[src/design/serial_pkg.sv]
// Constants shared by the asynchronous serial transceiver: register map, fields, reset values.
package serial_pkg;
    // Register byte offsets on the AXI4-Lite bus.
    localparam logic [7:0] DATA_OFS = 8'h00; // Write: transmit holding, read: receive holding.
    localparam logic [7:0] FMT_OFS = 8'h04; // Line format register.
    localparam logic [7:0] LSR_OFS = 8'h08; // Line status register, read only.
    localparam logic [7:0] MCR_OFS = 8'h0C; // Modem control register.
    localparam logic [7:0] BAUD_OFS = 8'h10; // Baud divisor and clock output select.
    localparam logic [7:0] MSR_OFS = 8'h14; // Modem status register, read only.
    ////////////////////////////////////////////////////////////////////////////////
    // Line format fields.
    localparam int FMT_LEN_LSB = 0; // Two bits: data length minus five.
    localparam int FMT_PEN = 2; // Parity enable.
    localparam int FMT_ODD = 3; // Odd parity when set.
    localparam int FMT_STOP2 = 4; // Two stop bits when set.
    localparam int FMT_TXEN = 5; // Transmitter enable.
    localparam logic [7:0] FMT_RESET = 8'h23; // Eight bits, no parity, one stop, enabled.
    // Line status fields.
    localparam int LSR_PERR = 0;
    localparam int LSR_FERR = 1;
    localparam int LSR_OERR = 2;
    localparam int LSR_BRK = 3;
    localparam int LSR_READY = 4;
    localparam int LSR_TBE = 5;
    localparam int LSR_TC = 6;
    // Modem control fields.
    localparam int MCR_RTS = 0;
    localparam int MCR_DTR = 1;
    localparam int MCR_MODE_LSB = 2; // Two bits of operating mode.
    localparam int MCR_REN = 4; // Receiver enable.
    localparam int MCR_MIEN = 5; // Modem change interrupt enable.
    localparam int MCR_RIEN = 6; // Receive ready interrupt enable.
    localparam int MCR_GIE = 7; // Global interrupt enable.
    localparam logic [7:0] MCR_RESET = 8'h00;
    // Modem status fields.
    localparam int MSR_CTS_CHG = 0;
    localparam int MSR_DSR_CHG = 1;
    localparam int MSR_CTS_LVL = 4;
    localparam int MSR_DSR_LVL = 5;
    // Baud register fields.
    localparam int BAUD_COSEL = 16; // 1: baud clock on clock_output, 0: oscillator copy.
    localparam logic [15:0] BAUD_DIV_RESET = 16'h0036; // 16x tick divisor after reset.
    // Bit timing in 16x ticks.
    localparam logic [3:0] TICK_MID = 4'h7;
    localparam logic [3:0] TICK_LAST = 4'hF;
    // AXI responses.
    localparam logic [1:0] RESP_OKAY = 2'h0;
    localparam logic [1:0] RESP_SLVERR = 2'h2;
    typedef enum logic [1:0] {MODE_NORMAL, MODE_LOOP, MODE_ECHO, MODE_BREAK} mode_type;
endpackage : serial_pkg

[src/design/serial_core.sv]
// Asynchronous serial transceiver with AXI4-Lite register access.
// How it works
// - Request-to-send output goes low when its control bit is 1, high otherwise.
// - Serial input high is a mark (1), low is a space (0).
// - Serial input pin is ignored in loop test mode and during reset.
// - Serial output sits at mark when idle, disabled, clear-to-send false or looping.
// - Transmit buffer empty rises on transfer to the shifter and on reset.
// - Transmit buffer empty drops as soon as the host writes a character.
// - Host writes land in the register picked by the address.
// - Clock output shows the oscillator copy or the 8x baud clock, toggled on each 16x tick, by selection.
// - Five to eight bit characters pass holding then shift register, back to back.
// - Receiver shifts bits in, then moves the character to a readable holding register.
// - Receiver reports parity, overrun, framing errors and break characters.
// - Modem control selects normal, loop test, echo or transmit break mode.
// - Modem control holds interrupt enables and drives request-to-send and terminal-ready.
// - Modem status records changes of clear-to-send and data-set-ready and their levels.
// - Line format sets data bits, parity and stop bits.
// - Line status always shows the present status conditions.
// - Normal mode has no internal path between serial input and output.
// - Transmit break mode sends frames of all zeros.
// - Echo mode forwards the serial input to the serial output.
// - Echo mode keeps host characters off the serial output.
// - Loop test mode routes transmit data to the receiver, never to the pin.
// - Loop test mode ignores the serial input pin.
// - Clear-to-send dropping mid-character lets that character finish.
// - Receive ready rises on a new character, clears on reading it or reset.
// - Interrupt output stays low while the global interrupt enable is clear.
// - Reset clears line status except transmit complete and buffer empty, which set.
`timescale 1ns/1ps
module serial_core (
    input wire logic aclk, // System clock, 100 MHz.
    input wire logic aresetn, // Synchronous reset, active low.
    input wire logic [7:0] awaddr, // Write address.
    input wire logic awvalid, // Write address valid.
    output logic awready, // Write address ready.
    input wire logic [31:0] wdata, // Write data.
    input wire logic [3:0] wstrb, // Write byte strobes.
    input wire logic wvalid, // Write data valid.
    output logic wready, // Write data ready.
    output logic [1:0] bresp, // Write response.
    output logic bvalid, // Write response valid.
    input wire logic bready, // Write response ready.
    input wire logic [7:0] araddr, // Read address.
    input wire logic arvalid, // Read address valid.
    output logic arready, // Read address ready.
    output logic [31:0] rdata, // Read data.
    output logic [1:0] rresp, // Read response.
    output logic rvalid, // Read data valid.
    input wire logic rready, // Read data ready.
    input wire logic oscillator_input, // Oscillator level, sampled on aclk.
    input wire logic serial_in, // Serial line input.
    input wire logic cts_n, // Clear to send, active low.
    input wire logic dsr_n, // Data set ready, active low.
    output logic serial_out, // Serial line output.
    output logic rts_n, // Request to send, active low.
    output logic dtr_n, // Data terminal ready, active low.
    output logic tx_buffer_empty_flag, // Transmit holding register empty.
    output logic receive_ready, // Character waiting in receive holding register.
    output logic irq_output, // Interrupt request, active high.
    output logic clock_output // Oscillator copy or 8x baud clock.
);
    ////////////////////////////////////////////////////////////////////////////////
    // Bus slave state.
    logic aw_hold_q, w_hold_q;
    logic [7:0] aw_addr_q;
    logic [31:0] w_data_q;
    logic [3:0] w_strb_q;
    logic [7:0] fmt_q, mcr_q, rx_holding_register;
    logic [16:0] baud_q;
    logic [7:0] tx_holding_register;
    logic hold_full_q;

    // A write completes once both halves are held and no response is pending.
    wire wr_do = aw_hold_q && w_hold_q && !bvalid;
    wire ar_take = arvalid && arready;
    wire aw_d = wr_do ? 1'b0 : ((awvalid && awready) ? 1'b1 : aw_hold_q);
    wire w_d = wr_do ? 1'b0 : ((wvalid && wready) ? 1'b1 : w_hold_q);
    wire rvalid_d = ar_take ? 1'b1 : (rready ? 1'b0 : rvalid);
    wire wr_thr = wr_do && aw_addr_q == serial_pkg::DATA_OFS && w_strb_q[0];
    wire wr_fmt = wr_do && aw_addr_q == serial_pkg::FMT_OFS && w_strb_q[0];
    wire wr_mcr = wr_do && aw_addr_q == serial_pkg::MCR_OFS && w_strb_q[0];
    wire wr_baud = wr_do && aw_addr_q == serial_pkg::BAUD_OFS;
    wire wr_map = aw_addr_q inside {serial_pkg::DATA_OFS, serial_pkg::FMT_OFS,
        serial_pkg::LSR_OFS, serial_pkg::MCR_OFS, serial_pkg::BAUD_OFS, serial_pkg::MSR_OFS};
    wire rd_rbr = ar_take && araddr == serial_pkg::DATA_OFS;
    wire rd_lsr = ar_take && araddr == serial_pkg::LSR_OFS;
    wire rd_msr = ar_take && araddr == serial_pkg::MSR_OFS;
    wire serial_pkg::mode_type mode = serial_pkg::mode_type'(mcr_q[serial_pkg::MCR_MODE_LSB +: 2]);

    // Handshake flags; awready and wready are registered inverses of the next hold state, arready of the next rvalid.
    always_ff @(posedge aclk) begin
        if (!aresetn) begin
            aw_hold_q <= 1'b0;
            w_hold_q <= 1'b0;
            awready <= 1'b0;
            wready <= 1'b0;
            arready <= 1'b0;
            bvalid <= 1'b0;
            rvalid <= 1'b0;
        end else begin
            aw_hold_q <= aw_d;
            w_hold_q <= w_d;
            awready <= !aw_d;
            wready <= !w_d;
            arready <= !rvalid_d;
            rvalid <= rvalid_d;
            bvalid <= wr_do ? 1'b1 : (bready ? 1'b0 : bvalid);
        end
    end

    // Payload capture and response codes; unmapped addresses answer with a slave error.
    always_ff @(posedge aclk) begin
        if (!aresetn) begin
            aw_addr_q <= 8'h00;
            w_data_q <= 32'h0000_0000;
            w_strb_q <= 4'h0;
            bresp <= serial_pkg::RESP_OKAY;
        end else begin
            if (awvalid && awready) aw_addr_q <= awaddr;
            if (wvalid && wready) begin
                w_data_q <= wdata;
                w_strb_q <= wstrb;
            end
            if (wr_do) bresp <= wr_map ? serial_pkg::RESP_OKAY : serial_pkg::RESP_SLVERR;
        end
    end

    // Control registers written by software.
    always_ff @(posedge aclk) begin
        if (!aresetn) begin
            fmt_q <= serial_pkg::FMT_RESET;
            mcr_q <= serial_pkg::MCR_RESET;
            baud_q <= {1'b0, serial_pkg::BAUD_DIV_RESET};
        end else begin
            if (wr_fmt) fmt_q <= w_data_q[7:0];
            if (wr_mcr) mcr_q <= w_data_q[7:0];
            if (wr_baud && w_strb_q[0]) baud_q[7:0] <= w_data_q[7:0];
            if (wr_baud && w_strb_q[1]) baud_q[15:8] <= w_data_q[15:8];
            if (wr_baud && w_strb_q[2]) baud_q[16] <= w_data_q[16];
        end
    end

    ////////////////////////////////////////////////////////////////////////////////
    // Input synchronizers; the first stage feeds only the second.
    logic [2:0] sync1_q, sync2_q;
    logic cts_prev_q, dsr_prev_q;
    always_ff @(posedge aclk) begin
        if (!aresetn) begin
            sync1_q <= 3'h7;
            sync2_q <= 3'h7;
        end else begin
            sync1_q <= {dsr_n, cts_n, serial_in};
            sync2_q <= sync1_q;
        end
    end
    wire rx_pin = sync2_q[0];
    wire cts_ok = !sync2_q[1];
    wire dsr_ok = !sync2_q[2];

    ////////////////////////////////////////////////////////////////////////////////
    // Baud generator: 16x tick pulse plus a square clock for the clock output.
    logic [15:0] bcnt_q;
    logic bclk_q;
    wire tick = bcnt_q >= baud_q[15:0] - 16'h0001 || baud_q[15:0] == 16'h0000;
    always_ff @(posedge aclk) begin
        if (!aresetn) begin
            bcnt_q <= 16'h0000;
            bclk_q <= 1'b0;
            clock_output <= 1'b0;
        end else begin
            bcnt_q <= tick ? 16'h0000 : bcnt_q + 16'h0001;
            if (tick) bclk_q <= !bclk_q;
            clock_output <= baud_q[serial_pkg::BAUD_COSEL] ? bclk_q : oscillator_input;
        end
    end

    ////////////////////////////////////////////////////////////////////////////////
    // Transmitter: holding register, frame shifter and bit timing.
    logic [11:0] tx_shift_q;
    logic [3:0] tx_left_q, tx_tick_q;
    logic tx_busy_q, tx_line;
    wire [3:0] nbits = 4'h5 + {2'b00, fmt_q[serial_pkg::FMT_LEN_LSB +: 2]};
    wire pen = fmt_q[serial_pkg::FMT_PEN];
    wire [7:0] dmask = 8'hFF >> (4'h8 - nbits);
    wire [7:0] tdat = tx_holding_register & dmask;
    wire tpar = (^tdat) ^ fmt_q[serial_pkg::FMT_ODD];
    wire [11:0] tframe = (mode == serial_pkg::MODE_BREAK) ? 12'h000 :
        ((12'hFFF << (nbits + {3'b000, pen} + 4'h1)) |
        ({11'h000, pen & tpar} << (nbits + 4'h1)) | {3'b000, tdat, 1'b0});
    wire [3:0] tlen = nbits + {3'b000, pen} + 4'h2 + {3'b000, fmt_q[serial_pkg::FMT_STOP2]};
    wire tx_end = tx_busy_q && tick && tx_tick_q == serial_pkg::TICK_LAST && tx_left_q == 4'h1;
    // Loading right at the end of a frame keeps characters back to back.
    wire tx_load = hold_full_q && cts_ok && fmt_q[serial_pkg::FMT_TXEN] &&
        mode != serial_pkg::MODE_ECHO && (!tx_busy_q || tx_end);
    assign tx_line = tx_busy_q ? tx_shift_q[0] : 1'b1;

    // Holding register: a host write wins over a same-cycle transfer.
    always_ff @(posedge aclk) begin
        if (!aresetn) begin
            tx_holding_register <= 8'h00;
            hold_full_q <= 1'b0;
        end else begin
            if (wr_thr) tx_holding_register <= w_data_q[7:0];
            hold_full_q <= wr_thr ? 1'b1 : (tx_load ? 1'b0 : hold_full_q);
        end
    end

    // Shifter; clear-to-send is only checked before a frame, so a frame always ends.
    always_ff @(posedge aclk) begin
        if (!aresetn) begin
            tx_busy_q <= 1'b0;
            tx_shift_q <= 12'hFFF;
            tx_left_q <= 4'h0;
            tx_tick_q <= 4'h0;
        end else if (tx_load) begin
            tx_busy_q <= 1'b1;
            tx_shift_q <= tframe;
            tx_left_q <= tlen;
            tx_tick_q <= 4'h0;
        end else if (tx_busy_q && tick) begin
            tx_tick_q <= tx_tick_q + 4'h1;
            if (tx_tick_q == serial_pkg::TICK_LAST) begin
                tx_shift_q <= {1'b1, tx_shift_q[11:1]};
                tx_left_q <= tx_left_q - 4'h1;
                if (tx_left_q == 4'h1) tx_busy_q <= 1'b0;
            end
        end
    end

    // Pin selection by mode; echo repeats the synchronized input.
    always_ff @(posedge aclk) begin
        if (!aresetn) serial_out <= 1'b1;
        else if (mode == serial_pkg::MODE_LOOP) serial_out <= 1'b1;
        else if (mode == serial_pkg::MODE_ECHO) serial_out <= rx_pin;
        else serial_out <= tx_line;
    end

    ////////////////////////////////////////////////////////////////////////////////
    // Receiver: start detection, centre sampling and error checks.
    typedef enum logic [1:0] {RX_IDLE, RX_START, RX_BITS} rx_state_type;
    rx_state_type rx_state_q;
    logic [3:0] rx_tick_q, rx_idx_q;
    logic [9:0] rx_shift_q;
    logic rx_prev_q, rx_done;
    logic perr_q, ferr_q, oerr_q, brk_q;
    wire rx_src = (mode == serial_pkg::MODE_LOOP) ? tx_line : rx_pin;
    wire rx_in = mcr_q[serial_pkg::MCR_REN] ? rx_src : 1'b1;
    wire [3:0] rx_last = nbits + {3'b000, pen};
    // The bit being sampled now is merged in, so the stop bit is seen on the final edge.
    wire [9:0] rx_word = rx_shift_q | ({9'h000, rx_in} << rx_idx_q);
    wire [7:0] rdat = rx_word[7:0] & dmask;
    wire rpar = rx_word[nbits];
    wire rstop = rx_word[rx_last];
    assign rx_done = rx_state_q == RX_BITS && tick && rx_tick_q == serial_pkg::TICK_LAST &&
        rx_idx_q == rx_last;

    // Bit timing state machine.
    always_ff @(posedge aclk) begin
        if (!aresetn) begin
            rx_state_q <= RX_IDLE;
            rx_prev_q <= 1'b1;
            rx_tick_q <= 4'h0;
            rx_idx_q <= 4'h0;
            rx_shift_q <= 10'h000;
        end else begin
            rx_prev_q <= rx_in;
            case (rx_state_q)
                RX_IDLE: begin
                    rx_tick_q <= 4'h0;
                    if (rx_prev_q && !rx_in) rx_state_q <= RX_START;
                end
                RX_START: begin
                    if (tick) rx_tick_q <= rx_tick_q + 4'h1;
                    if (tick && rx_tick_q == serial_pkg::TICK_MID) begin
                        rx_state_q <= rx_in ? RX_IDLE : RX_BITS;
                        rx_tick_q <= 4'h0;
                        rx_idx_q <= 4'h0;
                        rx_shift_q <= 10'h000;
                    end
                end
                RX_BITS: begin
                    if (tick) rx_tick_q <= rx_tick_q + 4'h1;
                    if (tick && rx_tick_q == serial_pkg::TICK_LAST) begin
                        rx_shift_q[rx_idx_q] <= rx_in;
                        rx_idx_q <= rx_idx_q + 4'h1;
                        if (rx_idx_q == rx_last) rx_state_q <= RX_IDLE;
                    end
                end
                default: rx_state_q <= RX_IDLE;
            endcase
        end
    end

    // Holding register and sticky status; a new event wins over a clearing read.
    always_ff @(posedge aclk) begin
        if (!aresetn) begin
            rx_holding_register <= 8'h00;
            receive_ready <= 1'b0;
            perr_q <= 1'b0;
            ferr_q <= 1'b0;
            oerr_q <= 1'b0;
            brk_q <= 1'b0;
        end else begin
            if (rx_done) rx_holding_register <= rdat;
            receive_ready <= rx_done ? 1'b1 : (rd_rbr ? 1'b0 : receive_ready);
            perr_q <= (rx_done && pen && (rpar != ((^rdat) ^ fmt_q[serial_pkg::FMT_ODD])))
                || (perr_q && !rd_lsr);
            ferr_q <= (rx_done && !rstop) || (ferr_q && !rd_lsr);
            oerr_q <= (rx_done && receive_ready && !rd_rbr) || (oerr_q && !rd_lsr);
            brk_q <= (rx_done && rdat == 8'h00 && !(pen && rpar) && !rstop)
                || (brk_q && !rd_lsr);
        end
    end

    ////////////////////////////////////////////////////////////////////////////////
    // Modem status, modem outputs and interrupt.
    logic cts_chg_q, dsr_chg_q;
    always_ff @(posedge aclk) begin
        if (!aresetn) begin
            cts_prev_q <= 1'b0;
            dsr_prev_q <= 1'b0;
            cts_chg_q <= 1'b0;
            dsr_chg_q <= 1'b0;
            rts_n <= 1'b1;
            dtr_n <= 1'b1;
            irq_output <= 1'b0;
            tx_buffer_empty_flag <= 1'b1;
        end else begin
            cts_prev_q <= cts_ok;
            dsr_prev_q <= dsr_ok;
            cts_chg_q <= (cts_ok != cts_prev_q) || (cts_chg_q && !rd_msr);
            dsr_chg_q <= (dsr_ok != dsr_prev_q) || (dsr_chg_q && !rd_msr);
            rts_n <= !mcr_q[serial_pkg::MCR_RTS];
            dtr_n <= !mcr_q[serial_pkg::MCR_DTR];
            irq_output <= mcr_q[serial_pkg::MCR_GIE] &&
                ((mcr_q[serial_pkg::MCR_MIEN] && (cts_chg_q || dsr_chg_q)) ||
                (mcr_q[serial_pkg::MCR_RIEN] && receive_ready));
            tx_buffer_empty_flag <= !(wr_thr || (hold_full_q && !tx_load));
        end
    end

    // Read data mux; status views are live so software can poll them.
    logic [7:0] lsr_view, msr_view;
    assign lsr_view = {1'b0, !hold_full_q && !tx_busy_q, !hold_full_q, receive_ready,
        brk_q, oerr_q, ferr_q, perr_q};
    assign msr_view = {2'b00, dsr_ok, cts_ok, 2'b00, dsr_chg_q, cts_chg_q};
    always_ff @(posedge aclk) begin
        if (!aresetn) begin
            rdata <= 32'h0000_0000;
            rresp <= serial_pkg::RESP_OKAY;
        end else if (ar_take) begin
            rresp <= serial_pkg::RESP_OKAY;
            case (araddr)
                serial_pkg::DATA_OFS: rdata <= {24'h000000, rx_holding_register};
                serial_pkg::FMT_OFS: rdata <= {24'h000000, fmt_q};
                serial_pkg::LSR_OFS: rdata <= {24'h000000, lsr_view};
                serial_pkg::MCR_OFS: rdata <= {24'h000000, mcr_q};
                serial_pkg::BAUD_OFS: rdata <= {15'h0000, baud_q};
                serial_pkg::MSR_OFS: rdata <= {24'h000000, msr_view};
                default: begin
                    rdata <= 32'h0000_0000;
                    rresp <= serial_pkg::RESP_SLVERR;
                end
            endcase
        end
    end
endmodule : serial_core

[config.mk]
export PLATFORM = sky130hd
export DESIGN_NAME = serial_core
export DESIGN_NICKNAME = d
export VERILOG_FILES = /design/src/design/serial_pkg.sv /design/src/design/serial_core.sv
export SDC_FILE = /design/constraint.sdc
export NUM_CORES = 1
export LEC_CHECK = 0
export BUFFER_PORTS_ARGS = -buffer_cell sky130_fd_sc_hd__buf_2
export CORE_MARGIN = 2
export CORE_UTILIZATION = 50
export CTS_CLUSTER_DIAMETER = 120
export DETAILED_ROUTE_END_ITERATION = 12
export PLACE_DENSITY = 0.73
export REMOVE_ABC_BUFFERS = 1
export SLEW_MARGIN = 30
export SYNTH_ARGS = -nofsm -noshare
export SYNTH_HDL_FRONTEND = slang
export SYNTH_SLANG_ARGS = --single-unit
[constraint.sdc]
create_clock -name aclk -period 3.2 [get_ports aclk]
set_clock_uncertainty 0.1 [all_clocks]
set_input_delay 0.32 -clock aclk [delete_from_list [all_inputs] [get_ports aclk]]
set_output_delay 0.32 -clock aclk [all_outputs]
set_load 0.01 [all_outputs]
==> metrics.md, run 1 <==
| Metric | Value |
|---|---|
| Initial DRC count | 564 |
| Yosys Warn Count | 0 |
| Clock tree buffer depth | 2 |
| Sequential fraction of the synthesis area | 39.7% |
| Comb pwr share | 4.2% |
| Sw Share | 22.3% |
| Clock Tree Root | clkbuf_16 |
| Launch point of the worst reg-to-reg path | baud_q[0] |
| Register share of total power | 50.0% |
| Max-slew violations | 0 |
| Setup TNS | -12.85 ns |
| Grt ovf | 0 |
| Initial antenna violation count | 0 |
| Worst Setup Slack, final | -0.319 ns |
| Power Density | 422 nW/µm² |
| Mapped Cells | 1120 |
| Largest net degree at the start of global routing | 55 |
| Top cells by area, synth | dfxtp_1 (40%), nand2_1 (6.2%), ha_1 (6.1%), a21oi_1 (5.3%), nor2_1 (4.8%) |
| Hold Path Cell Cnt | 3 |
| Failing checks | negative setup slack |
| Die H | 140 µm |
| Post-Syn Area | 9280 µm² |
| Worst skew pair latency | 0.43 ns |
| R2R setup slack | -0.32 ns |
| RSZ-0062 raised after global routing | yes |
| CORE AREA | 18100 µm² |
| Largest area contributor in the netlist | dfxtp_1 |
| Top Metal Used | met4 |
| Startpoint types | register |
| Clock group share of total power | 45.8% |
| Max Fclk | 284 MHz |
| Sw Pwr | 0.00106 W |
| Horiz. Die Dim | 140 µm |
| Final hold violations | 0 |
| Number of max-cap violations | 0 |
| Synth cell types | 70 |
| Place WS | -0.380 ns |
| Post-DR wirelength/cell | 16.6 µm |
| Diode count | 0 |
| Die area | 19700 µm² |
| Share of cells above drive strength 1 | 20.5% |
| DRC | 0 |
| TritonRoute pass-1 iters | 7 |
| CTS Sinks | 184 |
| Critical hold path startpoint | oscillator_input |
| Routed Antenna Nets | 0 |
| Register clock-pin slew on the reported worst setup and hold paths | 0.07 ns |
| Critical Path AT | 3.78 ns |
| Status | finished, violations left |
| WHS Endpoint | clock_output |
| Number of global-route vias before repair | 7786 |
| Gp weighted congestion | 0.902 |
| Vias | 8345 |
| Post-synth top area share | 39.7% |
| Mean Syn Cell Area | 8.29 µm² |
| Nature of the critical path endpoint | register |
| Final Setup Violations | 72 |
| GRT Overall Usage | 24.5% |
| CP max FO | 6 |
| Met3 WL post-DR | 1.21 mm |
| Drt total wl | 24.3 mm |
| Pleak | 4.41 nW |
| Placed wire-length estimate | 16.9 mm |
| WL met1 | 11.2 mm |
| Class of the tightest hold or removal check | in -> reg |
| Rel. slew slack | 40.9% |
| EDFF count, synth | 0 |
| Reg2reg end | rx_shift_q[7] |
| CTS buffer count | 17 |
| Post-synthesis register bit count | 184 |
| IO Pins | 111 |
| Ys async rst share | 0% |
| CP Class | reg -> reg |
| Worst-margin pin slew | 0.864 ns |
| Vias/cell | 5.69 |
| Worst EP required | 3.46 ns |
| H-tree depth | 4 |
| FP Rows | 49 |
| Area Growth Syn to Fin | 20.4% |
| Tcrit/Tclk final | 110% |
| First-pass GRT wire length | 39.1 mm |
| Cell-internal power | 0.00367 W |
| Starting Density | 51.3% |
| Minimum clock period after layout | 3.52 ns |
| VDD IR max | 0.000348 V |
| TritonCTS clock tree | yes |
| Top FF cell, synth | dfxtp_1 |
| IO Port Bufs | 77 |
| Nets@finish | 1334 |
| Reg2reg path depth | 17 |
| Total length of routed met2 wires | 11.4 mm |
power by group through the flow:
stage	Clock (W)	Sequential (W)	Combinational, W
after floorplan	0	0.00240	0.0000969
after global placement	0	0.00241	0.000187
after detailed placement	0	0.00241	0.000189
after CTS	0.00219	0.00236	0.000195
after global routing	0.00229	0.00236	0.000220
final	0.00216	0.00236	0.000197
cell families (layout without fill, tap and decap cells):
family / after synthesis / count (layout) / synth area share [%]
flops: 184 / 184 / 39.7
fa+ha+maj: 46 / 46 / 6.28
other cells: 1 / 17 / 0.0404
compound gates: 239 / 239 / 16.2
mux: 38 / 38 / 4.21
simple gates: 452 / 452 / 22.8
buf+inv: 105 / 206 / 5.27
xor+xnor: 55 / 55 / 5.49
final cells by class:
class	instances	area, µm²
clock inverters	10	144
multi-input cells	847	5500
repair buffers	147	992
flip-flops and latches	184	3690
clock buffers	21	460
well taps	229	287
inverters	28	106
fillers	1545	6910
cells in the mapped netlist (all sizes together) (4+ instances only):
cell type    n
nor2b        8
mux2i       30
xnor2       29
nor3        18
mux2         8
a22oi       21
o2bb2ai      9
buf         30
a2111oi      4
a21oi       99
nand2      154
xor2        24
nor2       121
o21ai       43
and4         4
a31oi       16
and2        10
a211oi       7
ha          45
nor4         8
nand4       10
dfxtp      184
nand3       67
and3        14
inv         27
clkbuf      47
nand2b      21
a221oi       7
o31ai        8
cells in the final DEF, fill, tap and decap left out, types with 7 or more instances in the layout:
| master | n |
|---|---|
| a21oi_1 | 95 |
| a22oi_1 | 19 |
| a31oi_1 | 13 |
| and2_1 | 9 |
| and3_1 | 13 |
| buf_2 | 77 |
| buf_4 | 52 |
| buf_6 | 13 |
| clkbuf_16 | 17 |
| conb_1 | 17 |
| dfxtp_1 | 182 |
| ha_1 | 44 |
| inv_1 | 25 |
| mux2_2 | 8 |
| mux2i_1 | 30 |
| nand2_1 | 148 |
| nand2b_1 | 21 |
| nand3_1 | 62 |
| nand4_1 | 9 |
| nor2_1 | 113 |
| nor2_2 | 7 |
| nor2b_1 | 8 |
| nor3_1 | 13 |
| o21ai_0 | 33 |
| o21ai_1 | 8 |
| o2bb2ai_1 | 9 |
| xnor2_1 | 28 |
| xor2_1 | 24 |
critical path: stages (launching register included):
cell,delay [ns]
dfxtp_2,0.33
inv_2,0.07
ha_4,0.13
or4b_4,0.47
nor3_4,0.22
nand2_2,0.11
buf_4,0.14
xor2_1,0.14
ha_1,0.27
nand4_1,0.13
nor2_2,0.20
o311ai_4,0.14
nand4_4,0.17
buf_6,0.16
nand3_4,0.10
nor4_2,0.30
buf_4,0.17
o2bb2ai_1,0.11
repair_timing:
| action | CTS | global route |
|---|---|---|
| resized for setup | 63 | 31 |
| setup buffers | 7 | 2 |
| cloned | 2 | 0 |
| hold endpoints to repair | 3 | 0 |
| pin swaps | 31 | 17 |
| hold buffers | 3 | 0 |
| setup endpoints to repair | 70 | 73 |
metal layers:
| metal | vias up | track usage [%] |
|---|---|---|
| li1 | 4096 | - |
| met1 | 3969 | 33.4 |
| met2 | 236 | 39.6 |
| met3 | 44 | 4.58 |
| met4 | 0 | 7.34 |
| met5 | - | 0 |
flip-flops by register name, summed over array words and instances, names as in the netlist, 10 cells and up:
signal,count
baud_q,17
bcnt_q,16
rdata,17
rx_shift_q,10
tx_shift_q,12
w_data_q,17
per-stage QoR:
step                      instance area [µm²]  instances  util (%)  power, W  hold WS (ns)
after floorplan                          8960       1059         -   0.00250         0.267
after detailed placement                10100       1423      55.7   0.00260         0.300
after global placement                  10100       1423      55.7   0.00260         0.290
after global routing                    11200       1466      61.8   0.00488        0.0180
after CTS                               11000       1466      61.0   0.00475        0.0118
final                                   11200       1466      61.8   0.00472        0.0218
worst max path at each step:
| stage | from | endpoint | cells after the start |
|---|---|---|---|
| finish | baud_q[0] | rx_shift_q[7] | 17 |
| global route | baud_q[8] | tx_left_q[1] | 15 |
| CTS | baud_q[0] | rx_shift_q[5] | 17 |
| detailed placement | baud_q[0] | ferr_q | 16 |
| global placement | baud_q[0] | ferr_q | 16 |
| floorplan | baud_q[0] | tx_left_q[3] | 15 |
Power figures use the tool's default switching activity.
==> run 2: changes to the inputs <==
--- a/config.mk
+++ b/config.mk
@@ -5,12 +5,13 @@
 export SDC_FILE = /design/constraint.sdc
 export NUM_CORES = 1
 export LEC_CHECK = 0
+export ABC_AREA = 1
 export BUFFER_PORTS_ARGS = -buffer_cell sky130_fd_sc_hd__buf_2
 export CORE_MARGIN = 2
-export CORE_UTILIZATION = 50
+export CORE_UTILIZATION = 53
 export CTS_CLUSTER_DIAMETER = 120
 export DETAILED_ROUTE_END_ITERATION = 12
-export PLACE_DENSITY = 0.73
+export PLACE_DENSITY_LB_ADDON = 0.15
 export REMOVE_ABC_BUFFERS = 1
 export SLEW_MARGIN = 30
 export SYNTH_ARGS = -nofsm -noshare
==> run 2 against run 1 <==
Compared with the run above: worst hold slack better by 0.0078 ns; synthesized cell count is 22% higher; the flow still finishes with violations (negative setup slack); cell area is 5.6% higher; first-iteration DRC count is 17% lower; combinational power grew to 5.6 times the previous value; total power is 20% higher; clock-buffer cell count is 2 lower; sequential power is 3% higher; area after synthesis is 4.8% higher; largest power group unchanged; die area is 1.1% lower; sequential share of layout area is 1.8 points lower; maximum frequency is 3.9% higher.
==> metrics.md, run 2 <==
| Metric | Value |
|---|---|
| Status | finished, violations left |
| Failing checks | negative setup slack |
| Reg2reg end | tx_shift_q[10] |
| IO Pins | 111 |
| Max-slew violations | 0 |
| CP max stage delay | 0.30 ns |
| Rel. slew slack | 50.9% |
| WHS Endpoint | bvalid |
| Max Fclk | 295 MHz |
| Routed Antenna Nets | 0 |
| Vias/cell | 5.30 |
| Post-DR wirelength/cell | 15.2 µm |
| Largest registers | baud_q (17), rdata (17), w_data_q (17) |
| DRC | 0 |
| Worst EP required | 3.40 ns |
| TritonCTS clock tree | yes |
| Clock tree buffer depth | 2 |
| CP Cell Sequence | inv_1 -> buf_4 -> ha_2 -> nand2_2 -> nor2_4 -> nand4_1 -> nor3_2 -> o22ai_2 -> inv_1 -> ha_1 -> nand2_4 -> nor2_1 -> a21oi_4 -> nand4_4 -> nand3_4 -> nand2_4 -> or2_4 -> nand2_2 -> nand2_1 |
| GRT Overall Usage | 26.5% |
| Worst skew pair latency | 0.44 ns |
| Area Growth Syn to Fin | 21.3% |
| Post-Syn Area | 9730 µm² |
| Final core occ | 65.7% |
| Overall power | 0.00566 W |
| VDD IR max | 0.000464 V |
| R2R setup slack | -0.19 ns |
| Mean Syn Cell Area | 7.13 µm² |
| Largest family of logic cells by synthesized area | simple AND/OR/NAND/NOR gates |
| FP Rows | 49 |
| Final hold violations | 0 |
| CTS buffer count | 17 |
| Synth cell types | 48 |
| Post-synth top area share | 37.9% |
| Most common cell in the netlist | nand2_1 |
| Fill cells | 1564 |
| Startpoint types | register |
| EDFF count, synth | 0 |
| CP Depth | 19 |
| Top cells by area, synth | dfxtp_1 (38%), nand2_1 (10%), o21ai_0 (6.5%), inv_1 (6.5%), a21oi_1 (6.4%) |
| Non-filler instance count after layout | 1721 |
| CP max FO | 8 |
| Commonest cells post-synth | nand2_1 (259), dfxtp_1 (184), inv_1 (169) |
| Launch point of the worst reg-to-reg path | baud_q[0] |
| Post-DP Area | 10400 µm² |
| Placed wire-length estimate | 18.1 mm |
| Initial DRC count | 466 |
| Mapped Cells | 1365 |
| Share of cells above drive strength 1 | 21.6% |
| Die H | 139 µm |
| Cell family with most CP delay | simple AND/OR/NAND/NOR gates |
| Top FF cell, synth | dfxtp_1 |
| Nets@finish | 1588 |
| Reg2reg path depth | 19 |
| Worst-margin pin slew | 0.736 ns |
| Worst Setup Slack, final | -0.187 ns |
| Nature of the critical path endpoint | register |
| Register clock-pin slew on the reported worst setup and hold paths | 0.07 ns |
| Clock Tree Root | clkbuf_16 |
| Post-synthesis mux area share | 0% |
| Post-synthesis register bit count | 184 |
| Tcrit/Tclk final | 106% |
| First-pass GRT wire length | 41.9 mm |
| Inst Count DP | 1661 |
| CTS Sinks | 184 |
| Most common cell after layout, fill and taps aside | nand2_1 |
| Adder-cell area share of the yosys netlist | 5.99% |
| Initial antenna violation count | 0 |
| IO Port Bufs | 77 |
| Most frequent cells in the layout | nand2_1 (232), dfxtp_1 (183), inv_1 (166) |
| Post-Synth Simple-Gate Area | 26.4% |
| Largest area contributor in the netlist | dfxtp_1 |
| Non-Filler Cell Area, Final | 11800 µm² |
| Hold Path Cell Cnt | 4 |
| Yosys Warn Count | 0 |
| Pleak | 5.24 nW |
| CORE AREA | 18000 µm² |
| Drt total wl | 26.1 mm |
| Vias | 9124 |
| Number of max-cap violations | 0 |
| TritonRoute pass-1 iters | 5 |
| Minimum clock period after layout | 3.39 ns |
| Number of global-route vias before repair | 8680 |
| RSZ-0062 raised after global routing | yes |
| Class of the tightest hold or removal check | in -> reg |
| Horiz. Die Dim | 139 µm |
| Grt ovf | 0 |
| CP Class | reg -> reg |
| H-tree depth | 4 |
| CP max stage cell | dfxtp_1 |
| Die area | 19500 µm² |
| Ys async rst share | 0% |
| Final Setup Violations | 72 |
| Gp weighted congestion | 0.894 |
| Critical Path AT | 3.58 ns |
| Synth Area in XOR/XNOR | 3.60% |
| Largest net degree at the start of global routing | 71 |
| Diode count | 0 |
| Critical hold path startpoint | bready |
| WP buf/inv | 3 |
| Sequential fraction of the synthesis area | 37.9% |
| Power Density | 480 nW/µm² |
| Starting Density | 54.2% |
| Complex-gate fraction of the synthesized area | 15.2% |
## run 2: final cells by class
class | count | area [µm²] | share of cell area (%)
Clock inverter | 13 | 143 | 1.21
Clock buffer | 19 | 443 | 3.75
Sequential cell | 184 | 3680 | 31.2
Inverter | 181 | 704 | 5.97
Tap cell | 229 | 287 | 2.43
Timing Repair Buffer | 139 | 955 | 8.09
Timing Repair inverter | 2 | 22.5 | 0.191
Multi-Input combinational cell | 954 | 5570 | 47.2
## run 2: cells by family (layout without fill, tap and decap cells)
kind of cell | Yosys count | count (layout)
adder cells (fa/ha/maj) | 46 | 46
other | 1 | 17
flip-flops | 184 | 184
AO/OA/AOI/OAI | 283 | 283
XOR/XNOR | 40 | 40
AND/OR/NAND/NOR | 565 | 568
buffers and inverters | 246 | 354
## run 2: worst max path at each step
| stage | startpoint | endpoint |
|---|---|---|
| final | baud_q[0] | tx_shift_q[10] |
| after global routing | baud_q[0] | tx_shift_q[2] |
| after CTS | baud_q[1] | tx_shift_q[4] |
| after detailed placement | baud_q[1] | tx_left_q[3] |
| after global placement | baud_q[1] | tx_left_q[3] |
| after floorplan | baud_q[2] | rx_idx_q[0] |
## run 2: where the power goes
group | total [W] | leakage [nW] | switching (W) | internal (W)
logic | 0.00111 | 3.46 | 0.000707 | 0.000399
clock network | 0.00213 | 0.285 | 0.000948 | 0.00118
registers | 0.00243 | 1.49 | 0.0000643 | 0.00237
total | 0.00566 | 5.24 | 0.00172 | 0.00394
## run 2: per-layer routing
layer | up-vias | global-route usage, % | wire [µm]
met5 | - | 0 | 0
met4 | 0 | 9.46 | 571
met3 | 45 | 5.09 | 1130
met2 | 198 | 45.3 | 13000
met1 | 4249 | 33.4 | 11400
li1 | 4632 | - | -
## run 2: worst register-to-register path, delay by kind of cell (launching register included)
kind	cells	cell delay [ns]
AND/OR/NAND/NOR	12	1.84
adder cells (fa/ha/maj)	2	0.46
buffers and inverters	3	0.32
flip-flops	1	0.30
AO/OA/AOI/OAI	2	0.25
## run 2: repair_timing
action	CTS	global route
hold buffers	2	1
pin swaps	12	34
resized for setup	80	84
setup endpoints to repair	73	73
buffers inserted	8	8
gates cloned	7	2
endpoints found under the hold margin	2	1
## run 2: per-stage QoR
stage / TNS [ns] / worst slack [ns] / hold WS, ns
global placement: -9.56 / -0.248 / 0.297
detailed placement: -15.16 / -0.332 / 0.306
CTS: -1.51 / -0.0539 / 0.00339
global route: -22.56 / -0.390 / 0.0432
finish: -7.82 / -0.187 / 0.0296
floorplan: -0.129 / -0.0494 / 0.268
